## src/flic_pkg.sv

```systemverilog
// Purpose: Shared constants and types for the interrupt controller
// Assumes: APB register access, one clock
// Notes:   Source index equals fixed polling rank, 0 first
package flic_pkg;
    localparam int NUM_SRC   = 15;
    localparam int NUM_LVL   = 4;
    localparam int SRC_W     = 4;
    localparam int LVL_W     = 2;
    localparam int A_SRC     = 7;
    localparam int B_SRC     = 8;
    localparam int GATE_BIT  = 7;
    // Source positions of the two external inputs
    localparam logic [3:0] SRC_EXT_A = 4'h0;
    localparam logic [3:0] SRC_EXT_B = 4'h2;
    // Register byte offsets
    localparam logic [7:0] OFS_EN_A   = 8'h00;
    localparam logic [7:0] OFS_EN_B   = 8'h04;
    localparam logic [7:0] OFS_PL_A   = 8'h08;
    localparam logic [7:0] OFS_PH_A   = 8'h0C;
    localparam logic [7:0] OFS_PL_B   = 8'h10;
    localparam logic [7:0] OFS_PH_B   = 8'h14;
    localparam logic [7:0] OFS_TCTL   = 8'h18;
    localparam logic [7:0] OFS_STAT   = 8'h1C;
    localparam logic [7:0] OFS_PEND   = 8'h20;
    // Timer control field positions
    localparam int TC_TRIG_A = 0;
    localparam int TC_FLAG_A = 1;
    localparam int TC_TRIG_B = 2;
    localparam int TC_FLAG_B = 3;
    localparam logic [7:0] RST_BYTE = 8'h00;
    localparam logic [1:0] RST_PIN  = 2'h3;

    typedef struct packed {
        logic        psel;
        logic        penable;
        logic        pwrite;
        logic [7:0]  paddr;
        logic [31:0] pwdata;
    } flic_apb_req_t;

    typedef struct packed {
        logic             req;
        logic [SRC_W-1:0] vector;
        logic [LVL_W-1:0] level;
    } flic_cpu_req_t;
endpackage

```

## src/flic_ctrl.sv

```systemverilog
// Purpose: Four-level nested interrupt controller with APB registers
// Assumes: CPU pulses ack when it takes a vector and reti when done
// Notes:   External pins are synchronised; pins idle high
// Notes on behaviour
// - Four distinct priority levels serviced
// - Fifteen request sources accepted
// - Per-source enable bit blocks interrupt
// - Global gate in enable A blocks all
// - Level from priority low/high bit pair
// - Preempt only by strictly higher level
// - Top-level routine never preempted
// - Equal-level ties resolved by fixed polling
// - Polling never overrides programmed levels
// - Two identical external inputs
// - Trigger-type bit selects level or edge
// - Edge mode: high then low sets flag
// - Enabled external request wakes processor
`timescale 1ns/10ps
module flic_ctrl
    import flic_pkg::*;
(
    input  wire logic                clk,
    input  wire logic                sys_rst,
    input  wire flic_apb_req_t       apb_req,
    output logic                     pready,
    output logic                     pslverr,
    output logic [31:0]              prdata,
    input  wire logic [NUM_SRC-1:0]  periph_irq,
    input  wire logic [1:0]          ext_request_pin,
    input  wire logic                cpu_ack,
    input  wire logic                cpu_reti,
    output flic_cpu_req_t            cpu_req,
    output logic                     wake_req
);
    typedef struct packed {
        logic [7:0]         irq_enable_reg_a;
        logic [7:0]         irq_enable_reg_b;
        logic [7:0]         prio_low_reg_a;
        logic [7:0]         prio_high_reg_a;
        logic [7:0]         prio_low_reg_b;
        logic [7:0]         prio_high_reg_b;
        logic [7:0]         timer_control_reg;
        logic [1:0]         pin_meta;
        logic [1:0]         pin_sync;
        logic [1:0]         pin_prev;
        logic [NUM_LVL-1:0] in_service;
        logic [31:0]        rdata;
        flic_cpu_req_t      cpu;
        logic               wake;
    } flic_state_t;

    flic_state_t s;
    flic_state_t next_s;

    logic [NUM_SRC-1:0] enable_vec;
    logic [NUM_SRC-1:0] plow_vec;
    logic [NUM_SRC-1:0] phigh_vec;
    logic [NUM_SRC-1:0] raw_req;
    logic [NUM_SRC-1:0] pending;
    logic [1:0]         ext_req;
    logic [1:0]         edge_seen;
    logic               global_irq_gate;
    logic               found;
    logic [SRC_W-1:0]   best_idx;
    logic [LVL_W-1:0]   best_lvl;
    logic               any_active;
    logic [LVL_W-1:0]   active_lvl;
    logic               preempt_ok;
    logic               setup;
    logic               wr_take;
    logic               mapped;
    logic [31:0]        rd_mux;
    logic [LVL_W-1:0]   lvl_i;
    logic [3:0]         ack_mask;
    logic [3:0]         reti_mask;

    // Source enables and levels spread over two register pairs
    assign enable_vec = {s.irq_enable_reg_b,
                         s.irq_enable_reg_a[A_SRC-1:0]};
    assign plow_vec   = {s.prio_low_reg_b,
                         s.prio_low_reg_a[A_SRC-1:0]};
    assign phigh_vec  = {s.prio_high_reg_b,
                         s.prio_high_reg_a[A_SRC-1:0]};
    assign global_irq_gate = s.irq_enable_reg_a[GATE_BIT];

    assign edge_seen = s.pin_prev & ~s.pin_sync;

    assign ext_req[0] = s.timer_control_reg[TC_TRIG_A] ?
                        s.timer_control_reg[TC_FLAG_A] : ~s.pin_sync[0];
    assign ext_req[1] = s.timer_control_reg[TC_TRIG_B] ?
                        s.timer_control_reg[TC_FLAG_B] : ~s.pin_sync[1];

    always_comb begin
        raw_req = periph_irq;
        raw_req[SRC_EXT_A] = ext_req[0];
        raw_req[SRC_EXT_B] = ext_req[1];
    end

    assign pending = raw_req & enable_vec & {NUM_SRC{global_irq_gate}};

    // Highest level first, lowest index within a level
    always_comb begin
        found    = 1'b0;
        best_idx = '0;
        best_lvl = '0;
        lvl_i    = '0;
        for (int i = 0; i < NUM_SRC; i++) begin
            lvl_i = {phigh_vec[i], plow_vec[i]};
            if (pending[i]) begin
                if (!found || lvl_i > best_lvl) begin
                    found    = 1'b1;
                    best_idx = i[SRC_W-1:0];
                    best_lvl = lvl_i;
                end
                // Lower index kept on equal level
            end
        end
    end

    always_comb begin
        any_active = |s.in_service;
        active_lvl = '0;
        for (int l = 0; l < NUM_LVL; l++) begin
            if (s.in_service[l]) begin
                active_lvl = l[LVL_W-1:0];
            end
        end
    end

    assign preempt_ok = found && (!any_active || best_lvl > active_lvl);

    always_comb begin
        ack_mask  = '0;
        reti_mask = '0;
        ack_mask[s.cpu.level] = cpu_ack & s.cpu.req;
        for (int l = 0; l < NUM_LVL; l++) begin
            if (s.in_service[l]) begin
                reti_mask = '0;
                reti_mask[l] = cpu_reti;
            end
        end
    end

    // APB decode; zero wait states, data staged in setup
    assign setup   = apb_req.psel & ~apb_req.penable;
    assign wr_take = apb_req.psel & apb_req.penable & apb_req.pwrite;

    always_comb begin
        mapped = 1'b1;
        rd_mux = '0;
        case (apb_req.paddr)
            OFS_EN_A: rd_mux[7:0] = s.irq_enable_reg_a;
            OFS_EN_B: rd_mux[7:0] = s.irq_enable_reg_b;
            OFS_PL_A: rd_mux[7:0] = s.prio_low_reg_a;
            OFS_PH_A: rd_mux[7:0] = s.prio_high_reg_a;
            OFS_PL_B: rd_mux[7:0] = s.prio_low_reg_b;
            OFS_PH_B: rd_mux[7:0] = s.prio_high_reg_b;
            OFS_TCTL: rd_mux[7:0] = s.timer_control_reg;
            OFS_STAT: begin
                rd_mux[3:0] = s.in_service;
                rd_mux[7:4] = s.cpu.vector;
                rd_mux[9:8] = s.cpu.level;
                rd_mux[10]  = s.cpu.req;
                rd_mux[11]  = s.wake;
            end
            OFS_PEND: rd_mux[NUM_SRC-1:0] = pending;
            default:  mapped = 1'b0;
        endcase
    end

    assign pready  = 1'b1;
    assign pslverr = apb_req.psel & apb_req.penable & ~mapped;
    assign prdata  = s.rdata;
    assign cpu_req = s.cpu;
    assign wake_req = s.wake;

    always_comb begin
        next_s = s;
        // Only pin_sync reads pin_meta
        next_s.pin_meta = ext_request_pin;
        next_s.pin_sync = s.pin_meta;
        next_s.pin_prev = s.pin_sync;
        if (setup && !apb_req.pwrite) begin
            next_s.rdata = rd_mux;
        end
        if (wr_take && mapped) begin
            case (apb_req.paddr)
                OFS_EN_A: next_s.irq_enable_reg_a = apb_req.pwdata[7:0];
                OFS_EN_B: next_s.irq_enable_reg_b = apb_req.pwdata[7:0];
                OFS_PL_A: next_s.prio_low_reg_a   = apb_req.pwdata[7:0];
                OFS_PH_A: next_s.prio_high_reg_a  = apb_req.pwdata[7:0];
                OFS_PL_B: next_s.prio_low_reg_b   = apb_req.pwdata[7:0];
                OFS_PH_B: next_s.prio_high_reg_b  = apb_req.pwdata[7:0];
                OFS_TCTL: next_s.timer_control_reg = apb_req.pwdata[7:0];
                default: begin
                end
            endcase
        end
        // Vector fetch clears an edge flag
        if (cpu_ack && s.cpu.req) begin
            if (s.cpu.vector == SRC_EXT_A) begin
                next_s.timer_control_reg[TC_FLAG_A] = 1'b0;
            end
            if (s.cpu.vector == SRC_EXT_B) begin
                next_s.timer_control_reg[TC_FLAG_B] = 1'b0;
            end
        end
        // Edge flag set
        // Set last so an edge beats a same-cycle clear
        if (edge_seen[0] && s.timer_control_reg[TC_TRIG_A]) begin
            next_s.timer_control_reg[TC_FLAG_A] = 1'b1;
        end
        if (edge_seen[1] && s.timer_control_reg[TC_TRIG_B]) begin
            next_s.timer_control_reg[TC_FLAG_B] = 1'b1;
        end
        next_s.in_service = (s.in_service & ~reti_mask) | ack_mask;
        // Drop request right after ack; stack update is then visible
        next_s.cpu.req    = preempt_ok & ~cpu_ack & ~cpu_reti;
        next_s.cpu.vector = best_idx;
        next_s.cpu.level  = best_lvl;
        next_s.wake = |(ext_req & {enable_vec[SRC_EXT_B],
                                   enable_vec[SRC_EXT_A]})
                      & global_irq_gate;
    end

    always_ff @(posedge clk) begin
        if (sys_rst) begin
            s.irq_enable_reg_a  <= RST_BYTE;
            s.irq_enable_reg_b  <= RST_BYTE;
            s.prio_low_reg_a    <= RST_BYTE;
            s.prio_high_reg_a   <= RST_BYTE;
            s.prio_low_reg_b    <= RST_BYTE;
            s.prio_high_reg_b   <= RST_BYTE;
            s.timer_control_reg <= RST_BYTE;
            s.pin_meta          <= RST_PIN;
            s.pin_sync          <= RST_PIN;
            s.pin_prev          <= RST_PIN;
            s.in_service        <= '0;
            s.rdata             <= '0;
            s.cpu               <= '0;
            s.wake              <= 1'b0;
        end else begin
            s <= next_s;
        end
    end
endmodule // flic_ctrl

```

## config.mk

```make
export PLATFORM = sky130hd
export DESIGN_NAME = flic_ctrl
export DESIGN_NICKNAME = d
export VERILOG_FILES = /design/src/flic_pkg.sv /design/src/flic_ctrl.sv
export SDC_FILE = /design/constraint.sdc
export NUM_CORES = 1
export LEC_CHECK = 0
export BUFFER_PORTS_ARGS = -buffer_cell sky130_fd_sc_hd__buf_4
export CAP_MARGIN = 20
export CORE_MARGIN = 4
export CORE_UTILIZATION = 38
export CTS_BUF_LIST = sky130_fd_sc_hd__clkbuf_8
export DETAILED_ROUTE_END_ITERATION = 12
export MAX_ROUTING_LAYER = met4
export PLACE_DENSITY = 0.7
export SETUP_SLACK_MARGIN = 0.1
export SLEW_MARGIN = 20
export SYNTH_ARGS = -nofsm -noshare
export SYNTH_HDL_FRONTEND = slang
export SYNTH_SLANG_ARGS = --single-unit
export TNS_END_PERCENT = 1
```

## constraint.sdc

```tcl
create_clock -name clk -period 27.5 [get_ports clk]
set_clock_uncertainty 0.1 [all_clocks]
set_input_delay 4.125 -clock clk [delete_from_list [all_inputs] [get_ports clk]]
set_output_delay 4.125 -clock clk [all_outputs]
set_load 0.01 [all_outputs]
```

==> flow_metrics.tcl, run 1 <==
set metrics [dict create \
    route.detailed.drc 0 \
    netlist_area_um2 5740 \
    postLayoutCoreUtil_pct 43.4 \
    clock_sinks 89 \
    tightest_slew_ns 1.04 \
    cts_buffers 9 \
    path_max_fanout 9 \
    grt-ovfl-total 0 \
    ant_nets 0 \
    hold_viol 0 \
    post-route-period-util_pct 81.9 \
    yosys-top-cells-count "nand2_1, dfxtp_1, a21oi_1" \
    grt_usage_pct 22.5 \
    cts-resized-gates 0 \
    cellPowerDensity_nw_per_um2 39.3 \
    ys_warn_count 0 \
    leakage_nw 2.38 \
    required_ns 27.68 \
    async_reset_ff_share_pct 0 \
    wl_per_cell_um 19.2 \
    start_kind "input pin" \
    clk_pin_slew_ns 0.09 \
    worstSetupPathType "in -> reg" \
    setup_viol 0 \
    syn-instance-count 752 \
    cpMostUsedCell "ha_1" \
    grt_pass1_vias 5174 \
    fin_setup_tns_ns 0 \
    cts_tree "done" \
    fmax_ghz 0.0444 \
    num_rows 44 \
    ir_drop_v 0.0000191 \
    p_comb_share_pct 6.9 \
    finalCriticalPeriod_ns 22.53 \
    maxCapViolCount 0 \
    dieArea_um2 17100 \
    syn_to_final_growth_pct 10.7 \
    layout-drive-gt1-share_pct 15.2 \
    io_pins 106 \
    drtIter0Drc 736 \
    intPower_mw 0.187 \
    seqPwrFrac_pct 52.3 \
    dieHeight_um 131 \
    synth_edf_count 0 \
    dr.pass1.iters 5 \
    rsz0062_at_grt "false" \
    grt_max_degree 90 \
    cts_buffer_depth 2 \
    dieWidth_um 131 \
    core_area_um2 14600 \
    relSlewSlack_pct 30.4 \
    status "finished clean" \
    nNetsFinal 864 \
    synth_most_common_cell "nand2_1" \
    slew_viol_final 0 \
    clock_latency_ns 0.39 \
    fillCellCount 1518 \
    ys_seq_elements 89 \
    wl_um 18500 \
    gp_congestion 0.929 \
    slowest_stage "o31ai_1" \
    postCtsSetupRepairBufs 0 \
    antenna_cells 0 \
    avgSynthCellArea_um2 7.63 \
    synth_ff_type "dfxtp_1" \
    arrival_ns 22.71 \
    routed_via_density 5.88 \
    start_util_pct 39.2 \
    htreeDepth 3 \
    synth_area_leaders "dfxtp_1, nand2_1, a21oi_1, buf_4, ha_1" \
    root_buffer "clkbuf_8" \
    antenna_found_initial 0 \
    max_stage_delay_ns 0.70 \
    sw_frac_of_total_pct 25.3 \
    portBuffers 61 \
    dp_hpwl_um 13700 \
    vias 5674 \
    ys_seq_area_share_pct 31.1 \
    grt_pass1_wl_um 28600 \
    p_switching_mw 0.0633 \
    synth_top_cell_by_area "dfxtp_1" \
    holdBufCountCts 0 \
    clock_power_share_pct 40.9 \
    hold_path.class "reg -> reg" \
    synth_cell_types 73 \
    critPathCaptureType "flip-flop" \
    synth_top_area_share_pct 31.1 \
]
## path summary, 6_finish.rpt
check / from / end / slack [ns] / cells after the start
hold / removal: next_s[46]$_SDFF_PP1_ / next_s[44]$_SDFF_PP1_ / 0.31 / 1
hold reg to reg: next_s[46]$_SDFF_PP1_ / next_s[44]$_SDFF_PP1_ / 0.31 / 1
setup reg to reg: enable_vec[0]$_SDFFE_PP0P_ / cpu_req[6]$_SDFF_PP0_ / 6.87 / 96
setup / recovery: periph_irq[1] / cpu_req[6]$_SDFF_PP0_ / 4.97 / 93
## critical path, delay by kind of cell
family | cells | cell delay (ns)
multiplexers | 5 | 1.81
adder cells (fa/ha/maj) | 14 | 4.03
AND/OR/NAND/NOR | 28 | 3.42
buffers and inverters | 2 | 0.16
AO/OA/AOI/OAI | 44 | 9.10
## per-stage QoR
| step | cells | instance area (um2) | total power [mW] | setup WS [ns] | hold WS [ns] |
|---|---|---|---|---|---|
| final | 965 | 6350 | 0.250 | 4.97 | 0.315 |
| after global routing | 965 | 6350 | 0.256 | 3.38 | 0.327 |
| after CTS | 965 | 6350 | 0.250 | 5.15 | 0.320 |
| after detailed placement | 949 | 6130 | 0.151 | 4.77 | 0.296 |
| after global placement | 949 | 6130 | 0.151 | 5.09 | 0.292 |
| after floorplan | 768 | 5800 | 0.143 | 7.09 | 0.289 |
## state kept, by name, indices dropped and copies added (netlist names)
signal           flops
cpu_req              7
enable_vec          15
global_irq_gate      1
lvl_i                2
next_s               4
phigh_vec           14
plow_vec            14
prdata              15
s                   16
wake_req             1
## logic make-up after synthesis
group	Yosys count	synth area share [%]
adder cells (fa/ha/maj)	24	5.23
AND/OR/NAND/NOR	321	26.1
AO/OA/AOI/OAI	199	24.7
multiplexers	18	3.47
other	2	0.131
buffers and inverters	99	9.31
flip-flops	89	31.1
## placed cells by master, fill, tap and decap left out, types with 7 or more instances in the layout
cell type / instances
nor2b_1: 8
nand2b_1: 7
or2_2: 8
a21oi_1: 77
o21ai_0: 17
nand3_1: 58
ha_1: 24
conb_1: 18
inv_1: 27
nor2_1: 64
clkbuf_8: 12
and2_1: 9
nor3_1: 13
a221oi_1: 13
and3_1: 12
a22oi_1: 9
o211ai_1: 8
mux2i_1: 12
dfxtp_1: 89
buf_4: 69
nand2_1: 115
## power groups by stage
stage               clock network (mW)  logic (mW)  registers (mW)
floorplan                            0      0.0100           0.133
global placement                     0      0.0170           0.134
detailed placement                   0      0.0170           0.134
CTS                              0.103      0.0170           0.131
global route                     0.107      0.0186           0.131
finish                           0.102      0.0172           0.131
## routing by layer
layer  GRT usage [%]  part of all wire (%)
met4            10.7                   4.1
met3            3.50                   8.6
met5               -                     0
met2            31.8                    43
met1            31.3                    44
## area by class of cell
cell class | instances | area, um2 | share of cell area (%)
flip-flops and latches | 89 | 1780 | 28.0
clock buffers | 12 | 165 | 2.60
repair buffers | 69 | 518 | 8.15
clock inverters | 4 | 56.3 | 0.886
multi-input cells | 580 | 3500 | 55.1
well taps | 184 | 230 | 3.62
inverters | 27 | 101 | 1.60
No activity file was read; power rests on OpenSTA's default activity.
==> inputs of run 2 (changes only) <==
- ABC_AREA: default -> 1
- clock period: 27.5 -> 21.3 ns (I/O delays scaled with it)
==> run 2 against run 1 <==
Against the previous run: register-to-register slack lost 1.5 ns; sequential share of layout area up 0.52 points; critical path depth is 23 higher; critical path type unchanged; critical endpoint unchanged.
==> flow_metrics.tcl, run 2 <==
set metrics [dict create \
    status "finished clean" \
    nNetsFinal 936 \
    cts_tree "done" \
    routed_via_density 5.27 \
    root_buffer "clkbuf_8" \
    grt_usage_pct 21.4 \
    hold_viol 0 \
    cts_buffers 9 \
    ys_warn_count 0 \
    antenna_found_initial 0 \
    cts-resized-gates 0 \
    start_util_pct 38.9 \
    ant_nets 0 \
    max_stage_delay_ns 0.31 \
    avgSynthCellArea_um2 6.91 \
    grt-ovfl-total 0 \
    finalCriticalPeriod_ns 17.23 \
    r2r_slack_ns 5.41 \
    largest_reg_flops 16 \
    drtIter0Drc 525 \
    ys_seq_area_share_pct 31.5 \
    syn-instance-count 819 \
    grt_pass1_vias 5112 \
    worstSetupStartpoint "periph_irq[1]" \
    portBuffers 61 \
    io_pins 106 \
    critPathCaptureType "flip-flop" \
    mostFrequentLayoutCells "inv_1, nand2_1, nor2_1" \
    synth_area_leaders "dfxtp_1, inv_1, nand2_1, nor2_1, buf_4" \
    dieWidth_um 130 \
    maxCapViolCount 0 \
    ir_drop_v 0.0000266 \
    htreeDepth 3 \
    ys_seq_elements 89 \
    gp_congestion 0.990 \
    slowest_stage "ha_1" \
    netlist_area_um2 5660 \
    cts_buffer_depth 2 \
    slew_viol_final 0 \
    fin_setup_tns_ns 0 \
    dr.pass1.iters 5 \
    post-route-period-util_pct 80.9 \
    synth_most_common_cell "inv_1" \
    dieHeight_um 130 \
    setup_viol 0 \
    synth_ff_type "dfxtp_1" \
    worstSetupPathType "in -> reg" \
    grt_pass1_wl_um 26800 \
    fillCellCount 1556 \
    synth_top_area_share_pct 31.5 \
    final_common_cell "inv_1" \
    layout-drive-gt1-share_pct 15.9 \
    antenna_cells 0 \
    syn_to_final_growth_pct 10.3 \
    synth_top_cell_by_area "dfxtp_1" \
    wl_um 17200 \
    crit_end "cpu_req[6]$_SDFF_PP0_" \
    leakage_nw 2.83 \
    top_register "s" \
    arrival_ns 17.41 \
    r2r_end "cpu_req[6]$_SDFF_PP0_" \
    synth_cell_types 45 \
    clock_sinks 89 \
    core_area_um2 14500 \
    clk_pin_slew_ns 0.09 \
    dp_hpwl_um 13100 \
    hold_path.class "reg -> reg" \
    rr_worst_depth 123 \
    cpMostUsedCell "nand2_1" \
    rsz0062_at_grt "false" \
    clock_latency_ns 0.39 \
    async_reset_ff_share_pct 0 \
    hold_ws_ns 0.324 \
    cellPowerDensity_nw_per_um2 50.3 \
    grt_max_degree 65 \
    required_ns 21.49 \
    tightest_slew_ns 0.890 \
    relSlewSlack_pct 40.6 \
    wl_per_cell_um 16.6 \
    ff_latch_area_um2 1780 \
    holdBufCountCts 0 \
    reg2reg_from "global_irq_gate$_SDFFE_PP0P_" \
    dieArea_um2 16900 \
    fmax_ghz 0.0581 \
    postCtsSetupRepairBufs 0 \
    route.detailed.drc 0 \
    synth_edf_count 0 \
    path_max_fanout 7 \
    start_kind "input pin" \
    num_rows 44 \
    total_power_mw 0.314 \
    vias 5467 \
    multi_input_area_um2 3030 \
    postLayoutCoreUtil_pct 42.9 \
    yosys-top-cells-count "inv_1, nand2_1, nor2_1" \
]
run 2: where the power goes:
group	leakage [nW]	total, mW	internal [mW]	switching (mW)
Sequential	0.719	0.168	0.167	0.000470
Combinational	2.00	0.0189	0.00677	0.0122
Clock	0.118	0.127	0.0643	0.0629
run 2: worst max-delay path: cells and delay by family:
family,cells,cell delay [ns]
compound gates,25,4.13
fa+ha+maj,14,3.92
buf+inv,24,1.72
simple gates,53,4.44
run 2: per-stage QoR:
| step | worst slack, ns | area [um2] | std cells |
|---|---|---|---|
| floorplan | 5.66 | 5720 | 835 |
| global placement | 4.03 | 6030 | 1021 |
| detailed placement | 3.80 | 6030 | 1021 |
| CTS | 4.15 | 6240 | 1037 |
| global route | 2.62 | 6240 | 1037 |
| finish | 4.07 | 6240 | 1037 |
run 2: cells by family after synthesis:
| logic type | count (synthesis) | share of synthesized area [%] |
|---|---|---|
| other | 2 | 0.133 |
| flip-flops | 89 | 31.5 |
| AND/OR/NAND/NOR | 321 | 25.8 |
| AO/OA/AOI/OAI | 182 | 21.1 |
| adder cells (fa/ha/maj) | 24 | 5.31 |
| buffers and inverters | 201 | 16.2 |
run 2: layout make-up:
type                    instances  area share [%]
inverters                     141            8.51
flip-flops and latches         89            28.6
well taps                     184            3.69
clock inverters                 7            1.28
clock buffers                   9            1.99
multi-input cells             545            48.5
repair buffers                 62            7.46
run 2: worst min path at each step:
stage                          start                    end  slack (ns)  depth (start not counted)
2_1_floorplan  next_s[46]$_SDFF_PP1_  next_s[44]$_SDFF_PP1_        0.29                          1
3_3_place_gp   next_s[46]$_SDFF_PP1_  next_s[44]$_SDFF_PP1_        0.30                          1
3_5_place_dp   next_s[47]$_SDFF_PP1_  next_s[45]$_SDFF_PP1_        0.30                          1
4_1_cts        next_s[47]$_SDFF_PP1_  next_s[45]$_SDFF_PP1_        0.33                          1
5_1_grt        next_s[46]$_SDFF_PP1_  next_s[44]$_SDFF_PP1_        0.34                          1
6_report       next_s[47]$_SDFF_PP1_  next_s[45]$_SDFF_PP1_        0.32                          1
run 2: per-layer routing:
metal	track usage [%]	up-vias	wire length, um	share of wire (%)
met5	-	-	0	0
met4	7.95	0	603	3.5
met3	4.18	46	1620	9.4
met2	33.5	249	7550	44
met1	27.4	2457	7410	43
li1	-	2715	-	-
